`config.mk`:
```
export PLATFORM = sky130hd
export DESIGN_NAME = spu_uart
export DESIGN_NICKNAME = d
export VERILOG_FILES = /design/src/spu_pkg.sv /design/src/spu_uart.sv
export SDC_FILE = /design/constraint.sdc
export NUM_CORES = 1
export LEC_CHECK = 0
export BUFFER_PORTS_ARGS = -buffer_cell sky130_fd_sc_hd__buf_4
export CORE_MARGIN = 8
export CORE_UTILIZATION = 30
export CTS_CLUSTER_SIZE = 28
export DETAILED_ROUTE_END_ITERATION = 16
export GPL_TIMING_DRIVEN = 0
export SYNTH_ARGS = -nofsm -noshare
export SYNTH_HDL_FRONTEND = slang
export SYNTH_SLANG_ARGS = --single-unit
```
`constraint.sdc`:
```
create_clock -name ref_clk -period 2.77 [get_ports ref_clk]
set_clock_uncertainty 0.2 [all_clocks]
set_input_delay 0.1385 -clock ref_clk [delete_from_list [all_inputs] [get_ports ref_clk]]
set_output_delay 0.1385 -clock ref_clk [all_outputs]
set_load 0.03 [all_outputs]
```
`src/spu_pkg.sv`:
```
// Package of constants, types and register map for the serial port block
// Summary of operation
// Machine cycle spans six CPU clocks; serial timing keys off machine cycle states.
// Mode 0 shifts eight bits LSB first at one sixth of CPU clock.
// Mode 0 receive starts on enable with done flag clear; preload 1111110 (code loads 11111110 under a ninth bit one).
// Mode 0 receive drives shift clock, toggling at S3P1 and S6P1.
// Mode 0 shifts left at S6P2, bringing in the value sampled at S5P2.
// Zero at left end triggers last shift, buffer load, flag set next S1P1.
// Mode 1 frame: start zero, eight data LSB first, stop one into ninth flag.
// Modes 1 and 3 use timer overflow rate, divided by sixteen per bit.
// Buffer write loads marker one; send starts after next divide-by-16 rollover.
// Start bit first, data output one bit later, first shift one bit after.
// Zeros fill from left; marker position triggers last shift and done flag.
// Receiver samples at 16x; falling edge resets counter and loads 1FFH.
// Each bit sampled at counter states 7, 8, 9; majority wins.
// Nonzero start bit resets receiver to hunt for a new falling edge.
// Mode 1 load and flag only if flag clear and filter off or stop one.
// Modes 2 and 3 resume hunting one bit time after frame end.
// Modes 2 and 3 frame: start, eight data, ninth bit, stop; ninth stored.
// Mode 2 rate is CPU clock over 16 or 32; mode 3 uses timer.
// Modes 2 and 3 load ninth bit; first shift inserts stop; 11 rollovers.
// Modes 2 and 3 load only if flag clear and filter off or ninth one.
// Filtering ignored in mode 0; mode 1 filtering needs valid stop bit.
// Master marks addresses with ninth bit one, data with ninth bit zero.
// Done flags stay set until software clears them; any set flag interrupts.
package spu_pkg;
    // Register indexes on the plain register port
    localparam logic [1:0] SPU_REG_CTRL = 2'h0;
    localparam logic [1:0] SPU_REG_BUF = 2'h1;
    localparam logic [1:0] SPU_REG_CFG = 2'h2;
    // Control and config register fields
    localparam int SPU_CTL_RXDONE = 0;
    localparam int SPU_CTL_TXDONE = 1;
    localparam int SPU_CTL_RX9 = 2;
    localparam int SPU_CTL_TX9 = 3;
    localparam int SPU_CTL_REN = 4;
    localparam int SPU_CTL_MPF = 5;
    localparam int SPU_CTL_MODE_LO = 6;
    localparam int SPU_CFG_DIV32 = 0;
    localparam logic [7:0] SPU_CTRL_RESET = 8'h00;
    // Timing constants and receive shift preloads
    localparam int SPU_CPU_PER_MC = 6;
    localparam int SPU_CPU_PER_PHASE = SPU_CPU_PER_MC / 6;
    localparam logic [3:0] SPU_SAMP_A = 4'h7;
    localparam logic [3:0] SPU_SAMP_B = 4'h8;
    localparam logic [3:0] SPU_SAMP_C = 4'h9;
    localparam logic [3:0] SPU_BIT_LAST = 4'hf;
    localparam logic [8:0] SPU_RX_PRELOAD = 9'h1ff;
    localparam logic [7:0] SPU_M0_PRELOAD = 8'hfe;
    // Machine cycle states S1..S6 as index 0..5
    localparam logic [2:0] SPU_S1 = 3'h0;
    localparam logic [2:0] SPU_S3 = 3'h2;
    localparam logic [2:0] SPU_S5 = 3'h4;
    localparam logic [2:0] SPU_S6 = 3'h5;
    typedef enum logic [1:0] {
        SPU_RX_IDLE = 2'b00,
        SPU_RX_BITS = 2'b01,
        SPU_RX_HOLD = 2'b10,
        SPU_RX_M0 = 2'b11
    } spu_rx_state_t;
    typedef enum logic [1:0] {
        SPU_TX_IDLE = 2'b00,
        SPU_TX_WAIT = 2'b01,
        SPU_TX_SEND = 2'b10
    } spu_tx_state_t;
endpackage

```
`src/spu_uart.sv`:
```
// Serial port: mode 0 receive, mode 1 and modes 2/3 asynchronous frames
//
// Strobed register access and the register addresses were left to the implementer.
`timescale 1ns/1ps
module spu_uart (
    input wire logic ref_clk,
    input wire logic rst,
    input wire logic [1:0] reg_addr,
    input wire logic [7:0] reg_wdata,
    input wire logic reg_wr,
    input wire logic reg_rd,
    output logic [7:0] reg_rdata,
    input wire logic timer_overflow,
    input wire logic shift_data_pin_in,
    output logic shift_data_pin_out,
    output logic shift_data_pin_oe,
    output logic shift_clock_pin,
    output logic serial_irq
);
    import spu_pkg::*;

    typedef struct packed {
        logic [7:0] rdata;
        logic [7:0] ctrl;
        logic div32;
        logic [7:0] serial_buffer;
        logic [2:0] phase_state;
        logic phase;
        logic [4:0] m2_div;
        logic tick16;
        logic [3:0] tx_cnt;
        logic tx_roll;
        spu_tx_state_t tx_st;
        logic [8:0] tx_sh;
        logic [3:0] tx_bits;
        logic tx_data_en;
        logic txd;
        logic [3:0] rx_cnt;
        spu_rx_state_t rx_st;
        logic [8:0] rx_sh;
        logic [2:0] votes;
        logic rxd_prev;
        logic m0_s5;
        logic m0_arm;
        logic m0_last;
        logic sclk;
        logic [3:0] m0_cyc;
        logic irq;
    } spu_state_t;

    spu_state_t st;
    spu_state_t next_st;

    logic [1:0] mode;
    logic ctl_wr;
    logic buf_wr;
    logic s1p1;
    logic rollover;
    logic rx_bit;
    logic rx_ok;
    logic rx_frame_ninth;
    logic fin9;

    // Decode of software accesses and machine cycle timing points
    assign mode = st.ctrl[SPU_CTL_MODE_LO+1:SPU_CTL_MODE_LO];
    assign ctl_wr = reg_wr && reg_addr == SPU_REG_CTRL;
    assign buf_wr = reg_wr && reg_addr == SPU_REG_BUF;
    assign s1p1 = st.phase_state == SPU_S1 && !st.phase;
    assign rollover = st.tick16 && st.tx_cnt == SPU_BIT_LAST;
    assign rx_bit = (st.votes[0] & st.votes[1]) | (st.votes[1] & st.votes[2])
        | (st.votes[0] & st.votes[2]);

    always_comb begin
        next_st = st;
        rx_ok = 1'b0;
        rx_frame_ninth = 1'b0;
        fin9 = 1'b0;
        // One phase per ref_clk edge; each state has two phases
        next_st.phase = ~st.phase;
        if (st.phase) begin
            next_st.phase_state = st.phase_state == SPU_S6 ? SPU_S1 : st.phase_state + 3'h1;
        end
        // Mode 2 runs the 16x tick from the CPU clock, others from the timer
        next_st.m2_div = st.m2_div + 5'h1;
        if (mode == 2'b10) begin
            // One ref_clk is one phase, so the CPU clock runs at half its rate
            next_st.tick16 = st.div32 ? st.m2_div[1:0] == 2'h3 : st.m2_div[0];
        end else begin
            next_st.tick16 = timer_overflow;
        end
        // Free running divide-by-16 for transmit bit times
        if (st.tick16) begin
            next_st.tx_cnt = st.tx_cnt + 4'h1;
        end
        if (rollover) begin
            next_st.tx_roll = 1'b1;
        end
        if (s1p1) begin
            next_st.tx_roll = 1'b0;
        end

        // Register writes; done flag sets below keep priority over these clears
        if (ctl_wr) begin
            next_st.ctrl = reg_wdata;
        end
        if (reg_wr && reg_addr == SPU_REG_CFG) begin
            next_st.div32 = reg_wdata[SPU_CFG_DIV32];
        end
        next_st.rdata = 8'h00;
        if (reg_rd) begin
            unique case (reg_addr)
                SPU_REG_CTRL: next_st.rdata = st.ctrl;
                SPU_REG_BUF: next_st.rdata = st.serial_buffer;
                SPU_REG_CFG: next_st.rdata = {7'h00, st.div32};
                default: next_st.rdata = 8'h00;
            endcase
        end

        // Transmitter for modes 1..3
        unique case (st.tx_st)
            SPU_TX_IDLE: begin
                if (buf_wr && mode != 2'b00) begin
                    next_st.tx_sh = {mode == 2'b01 ? 1'b1 : st.ctrl[SPU_CTL_TX9],
                        reg_wdata};
                    next_st.tx_bits = 4'h0;
                    next_st.tx_roll = 1'b0;
                    next_st.tx_st = SPU_TX_WAIT;
                end
            end
            SPU_TX_WAIT: begin
                // Bit times align to the counter, not to the write
                if (st.tx_roll && s1p1) begin
                    next_st.txd = 1'b0;
                    next_st.tx_data_en = 1'b0;
                    next_st.tx_st = SPU_TX_SEND;
                end
            end
            SPU_TX_SEND: begin
                if (rollover) begin
                    next_st.tx_bits = st.tx_bits + 4'h1;
                    if (!st.tx_data_en) begin
                        next_st.tx_data_en = 1'b1;
                        next_st.txd = st.tx_sh[0];
                    end else begin
                        // First shift of 11-bit frames inserts the stop bit
                        fin9 = mode != 2'b01 && st.tx_bits == 4'h1;
                        next_st.tx_sh = {fin9, st.tx_sh[8:1]};
                        next_st.txd = st.tx_sh[1];
                        // The stop-inserting shift may look like the end pattern; skip it
                        if (st.tx_sh[8:1] == 8'h01 && !fin9) begin
                            // Last shift: stop level out, done flag raised
                            next_st.txd = 1'b1;
                            next_st.tx_data_en = 1'b0;
                            next_st.ctrl[SPU_CTL_TXDONE] = 1'b1;
                            next_st.tx_st = SPU_TX_IDLE;
                        end
                    end
                end
            end
            default: next_st.tx_st = SPU_TX_IDLE;
        endcase

        // Receiver
        next_st.rxd_prev = shift_data_pin_in;
        if (st.tick16) begin
            next_st.rx_cnt = st.rx_cnt + 4'h1;
            if (st.rx_cnt == SPU_SAMP_A || st.rx_cnt == SPU_SAMP_B
                    || st.rx_cnt == SPU_SAMP_C) begin
                next_st.votes = {st.votes[1:0], shift_data_pin_in};
            end
        end
        unique case (st.rx_st)
            SPU_RX_IDLE: begin
                if (mode == 2'b00) begin
                    // Mode 0 arms on enable with done flag clear
                    if (st.ctrl[SPU_CTL_REN] && !st.ctrl[SPU_CTL_RXDONE]
                            && st.phase_state == SPU_S6 && st.phase) begin
                        next_st.rx_sh = {1'b1, SPU_M0_PRELOAD};
                        next_st.m0_cyc = 4'h0;
                        next_st.m0_last = 1'b0;
                        next_st.rx_st = SPU_RX_M0;
                    end
                end else if (st.ctrl[SPU_CTL_REN] && st.rxd_prev && !shift_data_pin_in) begin
                    next_st.rx_cnt = 4'h0;
                    next_st.rx_sh = SPU_RX_PRELOAD;
                    next_st.rx_st = SPU_RX_BITS;
                end
            end
            SPU_RX_BITS: begin
                if (st.tick16 && st.rx_cnt == SPU_BIT_LAST) begin
                    if (st.rx_sh == SPU_RX_PRELOAD && rx_bit) begin
                        next_st.rx_st = SPU_RX_IDLE;
                    end else if (!st.rx_sh[8]) begin
                        // Start bit reached the left end: the bit now voted is stop or ninth
                        rx_frame_ninth = rx_bit;
                        rx_ok = !st.ctrl[SPU_CTL_RXDONE]
                            && (!st.ctrl[SPU_CTL_MPF] || rx_frame_ninth);
                        if (rx_ok) begin
                            // First bit in sits highest; reverse so bit 0 is the LSB
                            next_st.serial_buffer = {st.rx_sh[0], st.rx_sh[1], st.rx_sh[2],
                                st.rx_sh[3], st.rx_sh[4], st.rx_sh[5], st.rx_sh[6], st.rx_sh[7]};
                            next_st.ctrl[SPU_CTL_RX9] = rx_frame_ninth;
                            next_st.ctrl[SPU_CTL_RXDONE] = 1'b1;
                        end
                        next_st.rx_st = mode == 2'b01 ? SPU_RX_IDLE : SPU_RX_HOLD;
                    end else begin
                        next_st.rx_sh = {st.rx_sh[7:0], rx_bit};
                    end
                end
            end
            SPU_RX_HOLD: begin
                // Idle one bit time before hunting again
                if (st.tick16 && st.rx_cnt == SPU_BIT_LAST) begin
                    next_st.rx_st = SPU_RX_IDLE;
                end
            end
            SPU_RX_M0: begin
                // Shift clock low through S3..S5, high through S6..S2
                if (!st.phase && st.phase_state == SPU_S3) begin
                    next_st.sclk = 1'b0;
                end
                if (!st.phase && st.phase_state == SPU_S6) begin
                    next_st.sclk = 1'b1;
                end
                if (st.phase && st.phase_state == SPU_S5) begin
                    next_st.m0_s5 = shift_data_pin_in;
                end
                if (st.phase && st.phase_state == SPU_S6) begin
                    next_st.m0_cyc = st.m0_cyc + 4'h1;
                    if (!st.m0_last) begin
                        next_st.rx_sh = {st.rx_sh[7:0], st.m0_s5};
                        if (!st.rx_sh[7]) begin
                            next_st.m0_last = 1'b1;
                            // Eighth bit joins the seven already in, LSB first
                            next_st.serial_buffer = {st.m0_s5, st.rx_sh[0], st.rx_sh[1],
                                st.rx_sh[2], st.rx_sh[3], st.rx_sh[4], st.rx_sh[5], st.rx_sh[6]};
                        end
                    end
                end
                if (s1p1 && st.m0_last) begin
                    next_st.ctrl[SPU_CTL_RXDONE] = 1'b1;
                    next_st.sclk = 1'b1;
                    next_st.rx_st = SPU_RX_IDLE;
                end
            end
            default: next_st.rx_st = SPU_RX_IDLE;
        endcase
        next_st.irq = next_st.ctrl[SPU_CTL_RXDONE] | next_st.ctrl[SPU_CTL_TXDONE];
    end

    // State register
    always_ff @(posedge ref_clk) begin
        if (rst) begin
            st <= '0;
            st.ctrl <= SPU_CTRL_RESET;
            st.txd <= 1'b1;
            st.sclk <= 1'b1;
            st.rxd_prev <= 1'b1;
        end else begin
            st <= next_st;
        end
    end

    // Outputs straight from state; data pin output enable is held off in every mode
    assign reg_rdata = st.rdata;
    assign shift_data_pin_out = st.txd;
    assign shift_data_pin_oe = 1'b0;
    assign shift_clock_pin = st.sclk;
    assign serial_irq = st.irq;
endmodule // spu_uart

```
==> results by group, run 1 <==
Outcome
  • Status: complete, no violations

Logic synthesis
  • Post-synth top cells: dfxtp_1 (77), nor2_1 (71), nand2_1 (38)
  • Sequential-to-total area share from yosys stat: 41.92%
  • Avg Cell Area, Syn: 8.552 sq um
  • Top-count cell post-synth: dfxtp_1
  • Fraction of registers with async set/reset: 0%
  • Yosys warnings: 0
  • Synthesized area: about 3700 sq um
  • EDFF count, synth: 0
  • Syn_nets: about 450
  • Largest area contributor in the synthesized netlist: dfxtp_1
  • Top post-synthesis cells by area: dfxtp_1 (42%), nor2_1 (7.2%), mux2i_1 (6.3%)
  • Gate Count Post-Synth: 430
  • Ys flop type: dfxtp_1
  • Yosys reg bits: 77
  • Share of the synthesized area in the top cell type: a little over two fifths
  • Synth unique cells: 57

Placement
  • Routability cong.: 0.8724
  • IO Port Bufs: 26
  • Post-DP HPWL: 7001 um

Final layout
  • Ant. Diodes: 0
  • Layout cells sized above 1: ~16%
  • Core Util, Final: 37.70%
  • # fillers: 1,233
  • Sequential cell area: 1541 sq um
  • Area Growth Syn to Fin: 23.14%
  • Area of the multi-input gates: about 1900 sq um
  • Layout net count: 503

CTS
  • CTS Sinks: 77
  • Worst-Skew Late Latency: around 0.33 ns
  • Number of CTS-inserted buffers: 9
  • CTS root buf: clkbuf_16
  • # H-tree levels: 3
  • Clock Path Buffers: 2
  • TritonCTS clock tree: done
  • Clock edge transition at the registers on the reported setup and hold paths: 0.06 ns

Critical path
  • Crit-path cells: maj3_1 > or4b_1 > o22ai_2 > buf_4 > o21ai_0 > a21oi_1
  • Crit start category: register
  • Crit path largest cell delay: 0.54 ns
  • Worst EP required: 2.83 ns
  • CP delay by family, top: compound AO/OA/AOI/OAI gates
  • Reg-to-reg slack, setup: 0.41 ns
  • Worst Path Arrival: 2.42 ns
  • CP Class: register to register
  • Slowest cell on crit path: or4b_1
  • Buffers & Inverters on Critical Path: 1
  • CP max FO: 10
  • CP Capture Type: register

Floorplan
  • Die Y: 126.7 um
  • Site row count: 40
  • Starting density of the core: about 31%
  • Die W: roughly 130 um
  • DIE AREA: 16,060 sq um
  • Std-Cell Core Area: 12,010 sq um
  • # IOs: 28

STA
  • Max-slew violation count: 0
  • Setup_tns: 0 ns
  • Worst slew margin: 48.00%
  • Period utilisation layout: 85.25%
  • Setup violators final: 0
  • Worst slew pin tran: 0.7728 ns
  • Fmax: between 400 and 500 MHz
  • RSZ-0062 raised after global routing: no
  • Fin. Hold Viols: 0
  • Crit path time final: 2.361 ns

Routing
  • 1st-pass router iterations: 4
  • DRT iter0 DRCs: approximately 290
  • Antenna Violating Nets Remaining: 0
  • Total vias in the final route: 3,223
  • DRC: 0
  • Routed vias/inst: 5.100
  • Wire per inst: 15.03 um
  • Total Wirelength: 9498 um

Global routing
  • Total gr overflow: 0
  • All-layer global routing usage: 12.06%
  • First-pass GRT wire length: 15,810 um
  • Largest net degree at the start of global routing: 13
  • Initial antenna violation count: 0
  • Vias in the first global route: 3,142

Power and ir drop
  • Power Dens Cells: 585.3 nW/um^2
  • Leakage: 0.001628 uW
  • Peak supply drop: 0.2557 mV

Flow run
  • Max Cap Violations: 0

Hold path
  • Hold WC Path Type: primary input to register
## logic make-up (layout without fill, tap and decap cells)
group | Yosys count | after routing | share of synthesized area, %
adder cells (fa/ha/maj) | 8 | 8 | 2.654
other | 1 | 1 | 0.1020
flip-flops | 77 | 77 | 41.92
buffers and inverters | 41 | 96 | 5.478
AND/OR/NAND/NOR | 180 | 180 | 23.48
multiplexers | 24 | 24 | 6.567
XOR/XNOR | 9 | 9 | 2.143
AO/OA/AOI/OAI | 90 | 90 | 17.66
## layout by cell type, fill, tap and decap left out, types with 3 or more instances in the layout
master / Yosys / routed
dfxtp_1: 77 / 77
nor2_1: 71 / 71
nand2_1: 38 / 38
buf_4: 10 / 36
mux2i_1: 23 / 23
a21oi_1: 20 / 20
nand3_1: 17 / 17
o21ai_0: 16 / 16
clkbuf_1: 12 / 14
dlygate4sd3_1: 0 / 13
a211oi_1: 12 / 12
a311oi_1: 9 / 9
clkbuf_16: 0 / 9
inv_1: 8 / 8
buf_2: 8 / 8
nand4_1: 8 / 8
nor3_1: 8 / 8
a22oi_1: 8 / 8
a211o_2: 7 / 7
ha_1: 7 / 7
xnor2_1: 5 / 5
nand2b_1: 4 / 4
nand3b_1: 4 / 4
nor2b_1: 4 / 4
xor2_1: 4 / 4
or2_2: 3 / 3
nor3b_1: 3 / 3
nor4_1: 3 / 3
bufinv_16: 0 / 3
## through the flow
stage | hold WS (ns) | instances | area [sq um] | setup WS [ns] | power (uW)
after detailed placement | 0.1686 | 603 | 4056 | 0.4295 | 1317
after global placement | 0.1673 | 603 | 4056 | 0.5234 | 1312
after floorplan | 0.01516 | 430 | 3677 | 0.7615 | 1259
after CTS | 0.01855 | 632 | 4528 | 0.3970 | 2673
after global routing | 0.02685 | 632 | 4528 | 0.2571 | 2744
final | 0.02213 | 632 | 4528 | 0.4085 | 2650
## final timing paths
check,from,end,depth (start not counted)
min reg2reg,st[51],st[51],1
min,reg_wdata[0],st[69],3
max,st[11],st[14],6
max reg2reg,st[11],st[14],6
## power breakdown
group / internal [uW] / leakage (uW) / switching (uW)
registers: 1130 / 0.000623 / 19.7
logic: 70.7 / 0.000838 / 87.2
clock network: 904 / 0.000167 / 440
total: 2100 / 0.00163 / 547
## final cells by class
cell class | instances | area share [%]
Tap cell | 147 | 4.062
Sequential cell | 77 | 34.04
Clock buffer | 12 | 5.443
Timing Repair Buffer | 39 | 7.184
Clock inverter | 4 | 2.100
Buffer | 32 | 3.703
Inverter | 9 | 0.7461
Multi-Input combinational cell | 312 | 42.72
## what timing repair did
| item | CTS | global route |
|---|---|---|
| gates resized for setup | 0 | 0 |
| setup buffers | 0 | 0 |
| endpoints found under the hold margin | 14 | 0 |
| hold buffers | 13 | 0 |
## routing by layer
layer | global-route usage (%) | vias up | part of all wire [%]
met3 | 3.812 | 10 | 5.1
met4 | 2.589 | 0 | 0.68
li1 | - | 1624 | -
met5 | 0 | - | 0
met2 | 19.97 | 69 | 48
met1 | 15.00 | 1520 | 46
## sequential cells by signal (all words and copies together), names as in the netlist
name	cells
mode	2
reg_rdata	8
serial_irq	1
shift_clock_pin	1
shift_data_pin_out	1
st	64
## worst register-to-register path, delay by kind of cell (launching register included)
family | cells | cell delay [ns]
fa+ha+maj | 1 | 0.32
buf+inv | 1 | 0.24
compound gates | 3 | 0.59
flops | 1 | 0.39
simple gates | 1 | 0.54
(Power assumes the default switching activity.)
==> inputs of run 2 (changes only) <==
CAP_MARGIN = 40   (was default)
clock period = 2.3 ns   (was 2.77 ns; I/O delays follow)
==> run 2 against run 1 <==
  * First-iteration DRC count grew 37%
  * Non-clock buffer count grew 6
  * Clock power is 21% higher
  * Via count increased by 3.1%
  * Combinational power is 24% higher
  * Largest cell class unchanged
  * Fmax up 6.7%
  * Sequential cell count unchanged
  * Worst hold slack worse by 0.020 ns
  * Cell count rose by 0.95%
  * Die area unchanged
  * Critical path depth is 1 lower
  * Worst setup slack worse by 0.32 ns
==> results by group, run 2 (same netlist as run 1, synthesis figures left out) <==
STA
  • RSZ-0062 raised after global routing: yes
  • Fmax: 451.8 MHz (+6.7%)
  • Period utilisation layout: 96.24% (+11 points)
  • Worst slew pin tran: 0.5634 ns (-0.2095 ns)
  • Setup_tns: 0 ns (unchanged)
  • Max-slew violation count: 0 (unchanged)
  • Crit path time final: 2.214 ns (-0.1479 ns)
  • Fin. Hold Viols: 0 (unchanged)
  • Setup violators final: 0 (unchanged)
  • Worst slew margin: 62.04% (+14 points)
  • Minimum hold slack: 0.001783 ns (-0.02035 ns)

Flow run
  • Max Cap Violations: 0 (unchanged)

Global routing
  • Largest net degree at the start of global routing: 13 (unchanged)
  • Vias in the first global route: 3,156 (+0.45%)
  • Total gr overflow: 0 (unchanged)
  • All-layer global routing usage: 12.06% (unchanged)
  • Initial antenna violation count: 0 (unchanged)
  • First-pass GRT wire length: 15,860 um (+0.27%)

Final layout
  • Layout cells sized above 1: 19.35% (+3.1 points)
  • # fillers: 1,224 (-0.73%)
  • Area Growth Syn to Fin: 25.93%
  • Number of flip-flops in the largest register: 64 (unchanged)
  • Most flops, register: st
  • Most common cell after layout, fill and taps aside: dfxtp_1
  • Layout net count: 509 (+1.2%)
  • Most frequent cells in the layout: dfxtp_1 (73), nor2_1 (71), buf_4 (42)
  • Ant. Diodes: 0 (unchanged)

CTS
  • Number of CTS-inserted buffers: 9 (unchanged)
  • Clock edge transition at the registers on the reported setup and hold paths: 0.06 ns (about the same)
  • TritonCTS clock tree: done
  • # H-tree levels: 3 (unchanged)
  • Clock Path Buffers: 2 (unchanged)
  • CTS Sinks: 77 (unchanged)
  • Worst-Skew Late Latency: 0.33 ns (about the same)
  • CTS root buf: clkbuf_16

Floorplan
  • Std-Cell Core Area: 12,010 sq um (unchanged)
  • DIE AREA: 16,060 sq um (unchanged)
  • Die W: 126.7 um (unchanged)
  • Starting density of the core: 30.61% (unchanged)
  • Site row count: 40 (unchanged)
  • # IOs: 28 (unchanged)
  • Die Y: 126.7 um (unchanged)

Routing
  • DRC: 0 (unchanged)
  • Total vias in the final route: 3,322 (+3.1%)
  • 1st-pass router iterations: 6 (+2)
  • Antenna Violating Nets Remaining: 0 (unchanged)
  • Total Wirelength: 9639 um (+1.5%)
  • DRT iter0 DRCs: 400 (+37%)
  • Routed vias/inst: 5.207 (+2.1%)
  • Wire per inst: 15.11 um (+0.53%)

Power and ir drop
  • Leakage: 0.001661 uW (+2.0%)
  • Total power: 3201 uW (+21%)
  • Peak supply drop: 0.3071 mV (+20%)
  • Power Dens Cells: 691.3 nW/um^2 (+18%)

Critical path
  • CP Class: register to register
  • CP max FO: 8 (-2)
  • Worst Path Arrival: 2.25 ns (-0.17 ns)
  • Worst EP required: 2.34 ns (-0.49 ns)
  • Crit start category: register
  • CP Capture Type: register

Placement
  • IO Port Bufs: 26 (unchanged)
  • Routability cong.: 0.8724 (unchanged)
  • Post-DP HPWL: 7001 um (unchanged)

Outcome
  • Status: complete, no violations

Hold path
  • Hold WC Path Type: primary input to register
## run 2: worst paths after layout
| path | from | to | slack [ns] | cells past startpoint |
|---|---|---|---|---|
| setup / recovery | mode[0] | st[23] | 0.09 | 5 |
| hold / removal | reg_wdata[0] | st[69] | 0.002 | 3 |
| setup reg to reg | mode[0] | st[23] | 0.09 | 5 |
| hold reg to reg | st[51] | st[51] | 0.25 | 1 |
## run 2: timing repair
item                       CTS  global route
buffers inserted             0             6
hold buffers                13             0
resized for setup            2            14
pin swaps                    0             4
hold endpoints to repair    18             0
setup endpoints to repair    9            25
## run 2: critical path: stages, from the launching register on
cell	delay, ns
dfxtp_1	0.37
or4b_4	0.57
o22ai_2	0.24
a21oi_2	0.11
or4_1	0.40
o31ai_1	0.25
## run 2: where the power goes
| part | total [uW] | switching (uW) | leakage [uW] | internal [uW] |
|---|---|---|---|---|
| logic | 196 | 107 | 0.000869 | 88.8 |
| registers | 1390 | 24.8 | 0.000625 | 1360 |
| clock network | 1620 | 531 | 0.000167 | 1090 |
## run 2: layout make-up
cell class                 instances  area [sq um]  share of cell area [%]
multi-input combinational        312          1979                   42.75
sequential                        77          1546                   33.40
timing repair buffer              45         370.4                   7.998
clock buffer                      12         246.5                   5.323
tap                              147         183.9                   3.972
buffer                            32         175.2                   3.783
clock inverter                     4         95.09                   2.053
inverter                           9         33.78                  0.7295
## run 2: layer usage
layer | vias to the layer above | track usage (%) | share of wire (%)
met3 | 13 | 3.435 | 6.7
met1 | 1556 | 14.95 | 45
met4 | 0 | 3.009 | 1.0
met2 | 116 | 20.13 | 47
li1 | 1637 | - | -
met5 | - | 0 | 0
## run 2: per-stage QoR
step / utilization (%) / instance area [sq um] / worst slack (ns) / std cells
5_1_grt: 38.55 / 4631 / -0.02657 / 638
3_5_place_dp: 33.77 / 4056 / -0.04053 / 603
4_1_cts: 37.76 / 4536 / -0.005274 / 632
3_3_place_gp: 33.77 / 4056 / 0.05338 / 603
6_report: 38.55 / 4631 / 0.08640 / 638
2_1_floorplan: - / 3677 / 0.2915 / 430
==> inputs of run 3 (changes only) <==
CTS_BUF_LIST = sky130_fd_sc_hd__clkbuf_8   (was default)
==> run 3 against run 2 <==
  * Design area fell by 1.5%
  * Worst hold slack improved by 0.041 ns
  * Sequential cell count did not move
==> results by group, run 3 (same netlist as run 1, synthesis figures left out) <==
Final layout
  • Most frequent cells in the layout: dfxtp_1 (72), nor2_1 (71), buf_4 (45)
  • Most flops, register: st
  • Number of flip-flops in the largest register: 64 (unchanged)
  • Area Growth Syn to Fin: 24.02%
  • Layout cells sized above 1: 20.16% (+0.81 points)
  • Most common cell after layout, fill and taps aside: dfxtp_1
  • Layout net count: 514 (+0.98%)
  • Layout Cells excl Fill: 643 (+0.78%)
  • Ant. Diodes: 0 (unchanged)

Power and ir drop
  • Internal power: 2190 uW (-14%)
  • Switching power of the nets: 611.7 uW (-7.8%)
  • Sequential Power Share: 49.4% (+6.1 points)
  • Leakage: 0.001658 uW (-0.20%)
  • Clk network pwr share: 43.6% (-7.0 points)
  • Peak supply drop: 0.2358 mV (-23%)
  • Power Dens Cells: 614.3 nW/um^2 (-11%)
  • Switching Share: 21.83% (+1.1 points)
  • Combinational Power Share: 7.0% (+0.9 points)

STA
  • Worst setup margin: 0.08539 ns (-0.001012 ns)
  • Crit path time final: 2.215 ns (+0.001012 ns)
  • Minimum hold slack: 0.04276 ns (+0.04098 ns)
  • Max-slew violation count: 0 (unchanged)
  • Worst slew pin tran: 0.5649 ns (+0.001536 ns)
  • Fin. Hold Viols: 0 (unchanged)
  • Worst slew margin: 61.94% (-0.10 points)
  • Setup_tns: 0 ns (unchanged)
  • Fmax: 451.5 MHz (about the same)
  • Setup violators final: 0 (unchanged)
  • Period utilisation layout: 96.29% (about the same)

Floorplan
  • Starting density of the core: 30.61% (unchanged)
  • DIE AREA: 16,060 sq um (unchanged)
  • # IOs: 28 (unchanged)
  • Std-Cell Core Area: 12,010 sq um (unchanged)
  • Site row count: 40 (unchanged)
  • Die Y: 126.7 um (unchanged)
  • Die W: 126.7 um (unchanged)

Global routing
  • First-pass GRT wire length: 15,680 um (-1.1%)
  • Initial antenna violation count: 0 (unchanged)
  • Vias in the first global route: 3,130 (-0.82%)
  • All-layer global routing usage: 11.95% (-0.11 points)
  • Total gr overflow: 0 (unchanged)
  • Largest net degree at the start of global routing: 13 (unchanged)

Routing
  • Wire per inst: 14.69 um (-2.7%)
  • Total Wirelength: 9448 um (-2.0%)
  • 1st-pass router iterations: 7 (+1)
  • Antenna Violating Nets Remaining: 0 (unchanged)
  • DRT iter0 DRCs: 340 (-15%)
  • Total vias in the final route: 3,254 (-2.0%)
  • Routed vias/inst: 5.061 (-2.8%)
  • DRC: 0 (unchanged)

CTS
  • CTS root buf: clkbuf_8
  • Number of CTS-inserted buffers: 9 (unchanged)
  • # H-tree levels: 3 (unchanged)
  • Clock Path Buffers: 2 (unchanged)
  • TritonCTS clock tree: done
  • Clock edge transition at the registers on the reported setup and hold paths: 0.08 ns (+0.02 ns)
  • Worst-Skew Late Latency: 0.35 ns (+0.02 ns)
  • CTS Sinks: 77 (unchanged)

Critical path
  • CP Capture Type: register
  • Reg2Reg Launch Point: st[50]
  • CP Class: register to register
  • CP max FO: 10 (+2)
  • Worst Path Arrival: 2.27 ns (+0.02 ns)
  • Reg2Reg Depth: 7 (+2)
  • Crit start category: register
  • Worst setup path start: st[50]
  • Worst EP required: 2.35 ns (about the same)

Hold path
  • HP Start: reg_addr[1]
  • Hold Path Cell Cnt: 3 (unchanged)
  • Hold WC Path Type: primary input to register

Placement
  • Post-DP HPWL: 7001 um (unchanged)
  • IO Port Bufs: 26 (unchanged)
  • Routability cong.: 0.8724 (unchanged)
  • Worst slack at placement: -0.04053 ns (unchanged)
  • Placed insts: 603 (unchanged)

Flow run
  • Max Cap Violations: 0 (unchanged)

Outcome
  • Status: complete, no violations
-- run 3: cell type report --
type                    instances  area [sq um]
fillers                      1236          7451
multi-input cells             312          1971
flip-flops and latches         77          1548
repair buffers                 50         412.9
well taps                     147         183.9
plain buffers                  32         171.4
clock buffers                  10         137.6
clock inverters                 6         102.6
inverters                       9         33.78
-- run 3: worst paths after layout --
check / to / slack, ns
hold reg to reg: st[51] / 0.26
hold / removal: reg_rdata[3] / 0.04
setup / recovery: st[63] / 0.09
setup reg to reg: st[63] / 0.09
-- run 3: metal layers --
layer | GRT usage (%) | part of all wire (%) | vias up
met1 | 15.03 | 46 | 1518
met4 | 3.149 | 1.1 | 0
met2 | 19.75 | 48 | 81
met5 | 0 | 0 | -
li1 | - | - | 1642
met3 | 3.184 | 5.3 | 13
-- run 3: worst max-delay path, stage by stage, from the launching register on --
cell and delay, ns:
dfxtp_1 0.32, buf_2 0.24, nand4_1 0.30, a311oi_2 0.32
o221a_2 0.28, clkbuf_4 0.20, nor2_1 0.05, a311oi_1 0.22
-- run 3: power by group through the flow --
stage	Sequential (uW)	Clock [uW]	Combinational, uW
global placement	1410	0	169
finish	1380	1220	196
global route	1390	1310	217
CTS	1380	1260	193
floorplan	1410	0	109
detailed placement	1410	0	173
-- run 3: repair_timing --
action	CTS	global route
buffers inserted	0	9
hold endpoints to repair	25	0
endpoints found under the setup margin	9	25
hold buffers	15	0
pin swaps	0	4
gates resized for setup	2	14
-- run 3: metrics by stage --
stage	power, uW	util [%]	instance area, sq um
4_1_cts	2833	37.08	4454
3_5_place_dp	1586	33.77	4056
6_report	2802	37.97	4561
5_1_grt	2913	37.97	4561
2_1_floorplan	1516	-	3677
3_3_place_gp	1580	33.77	4056
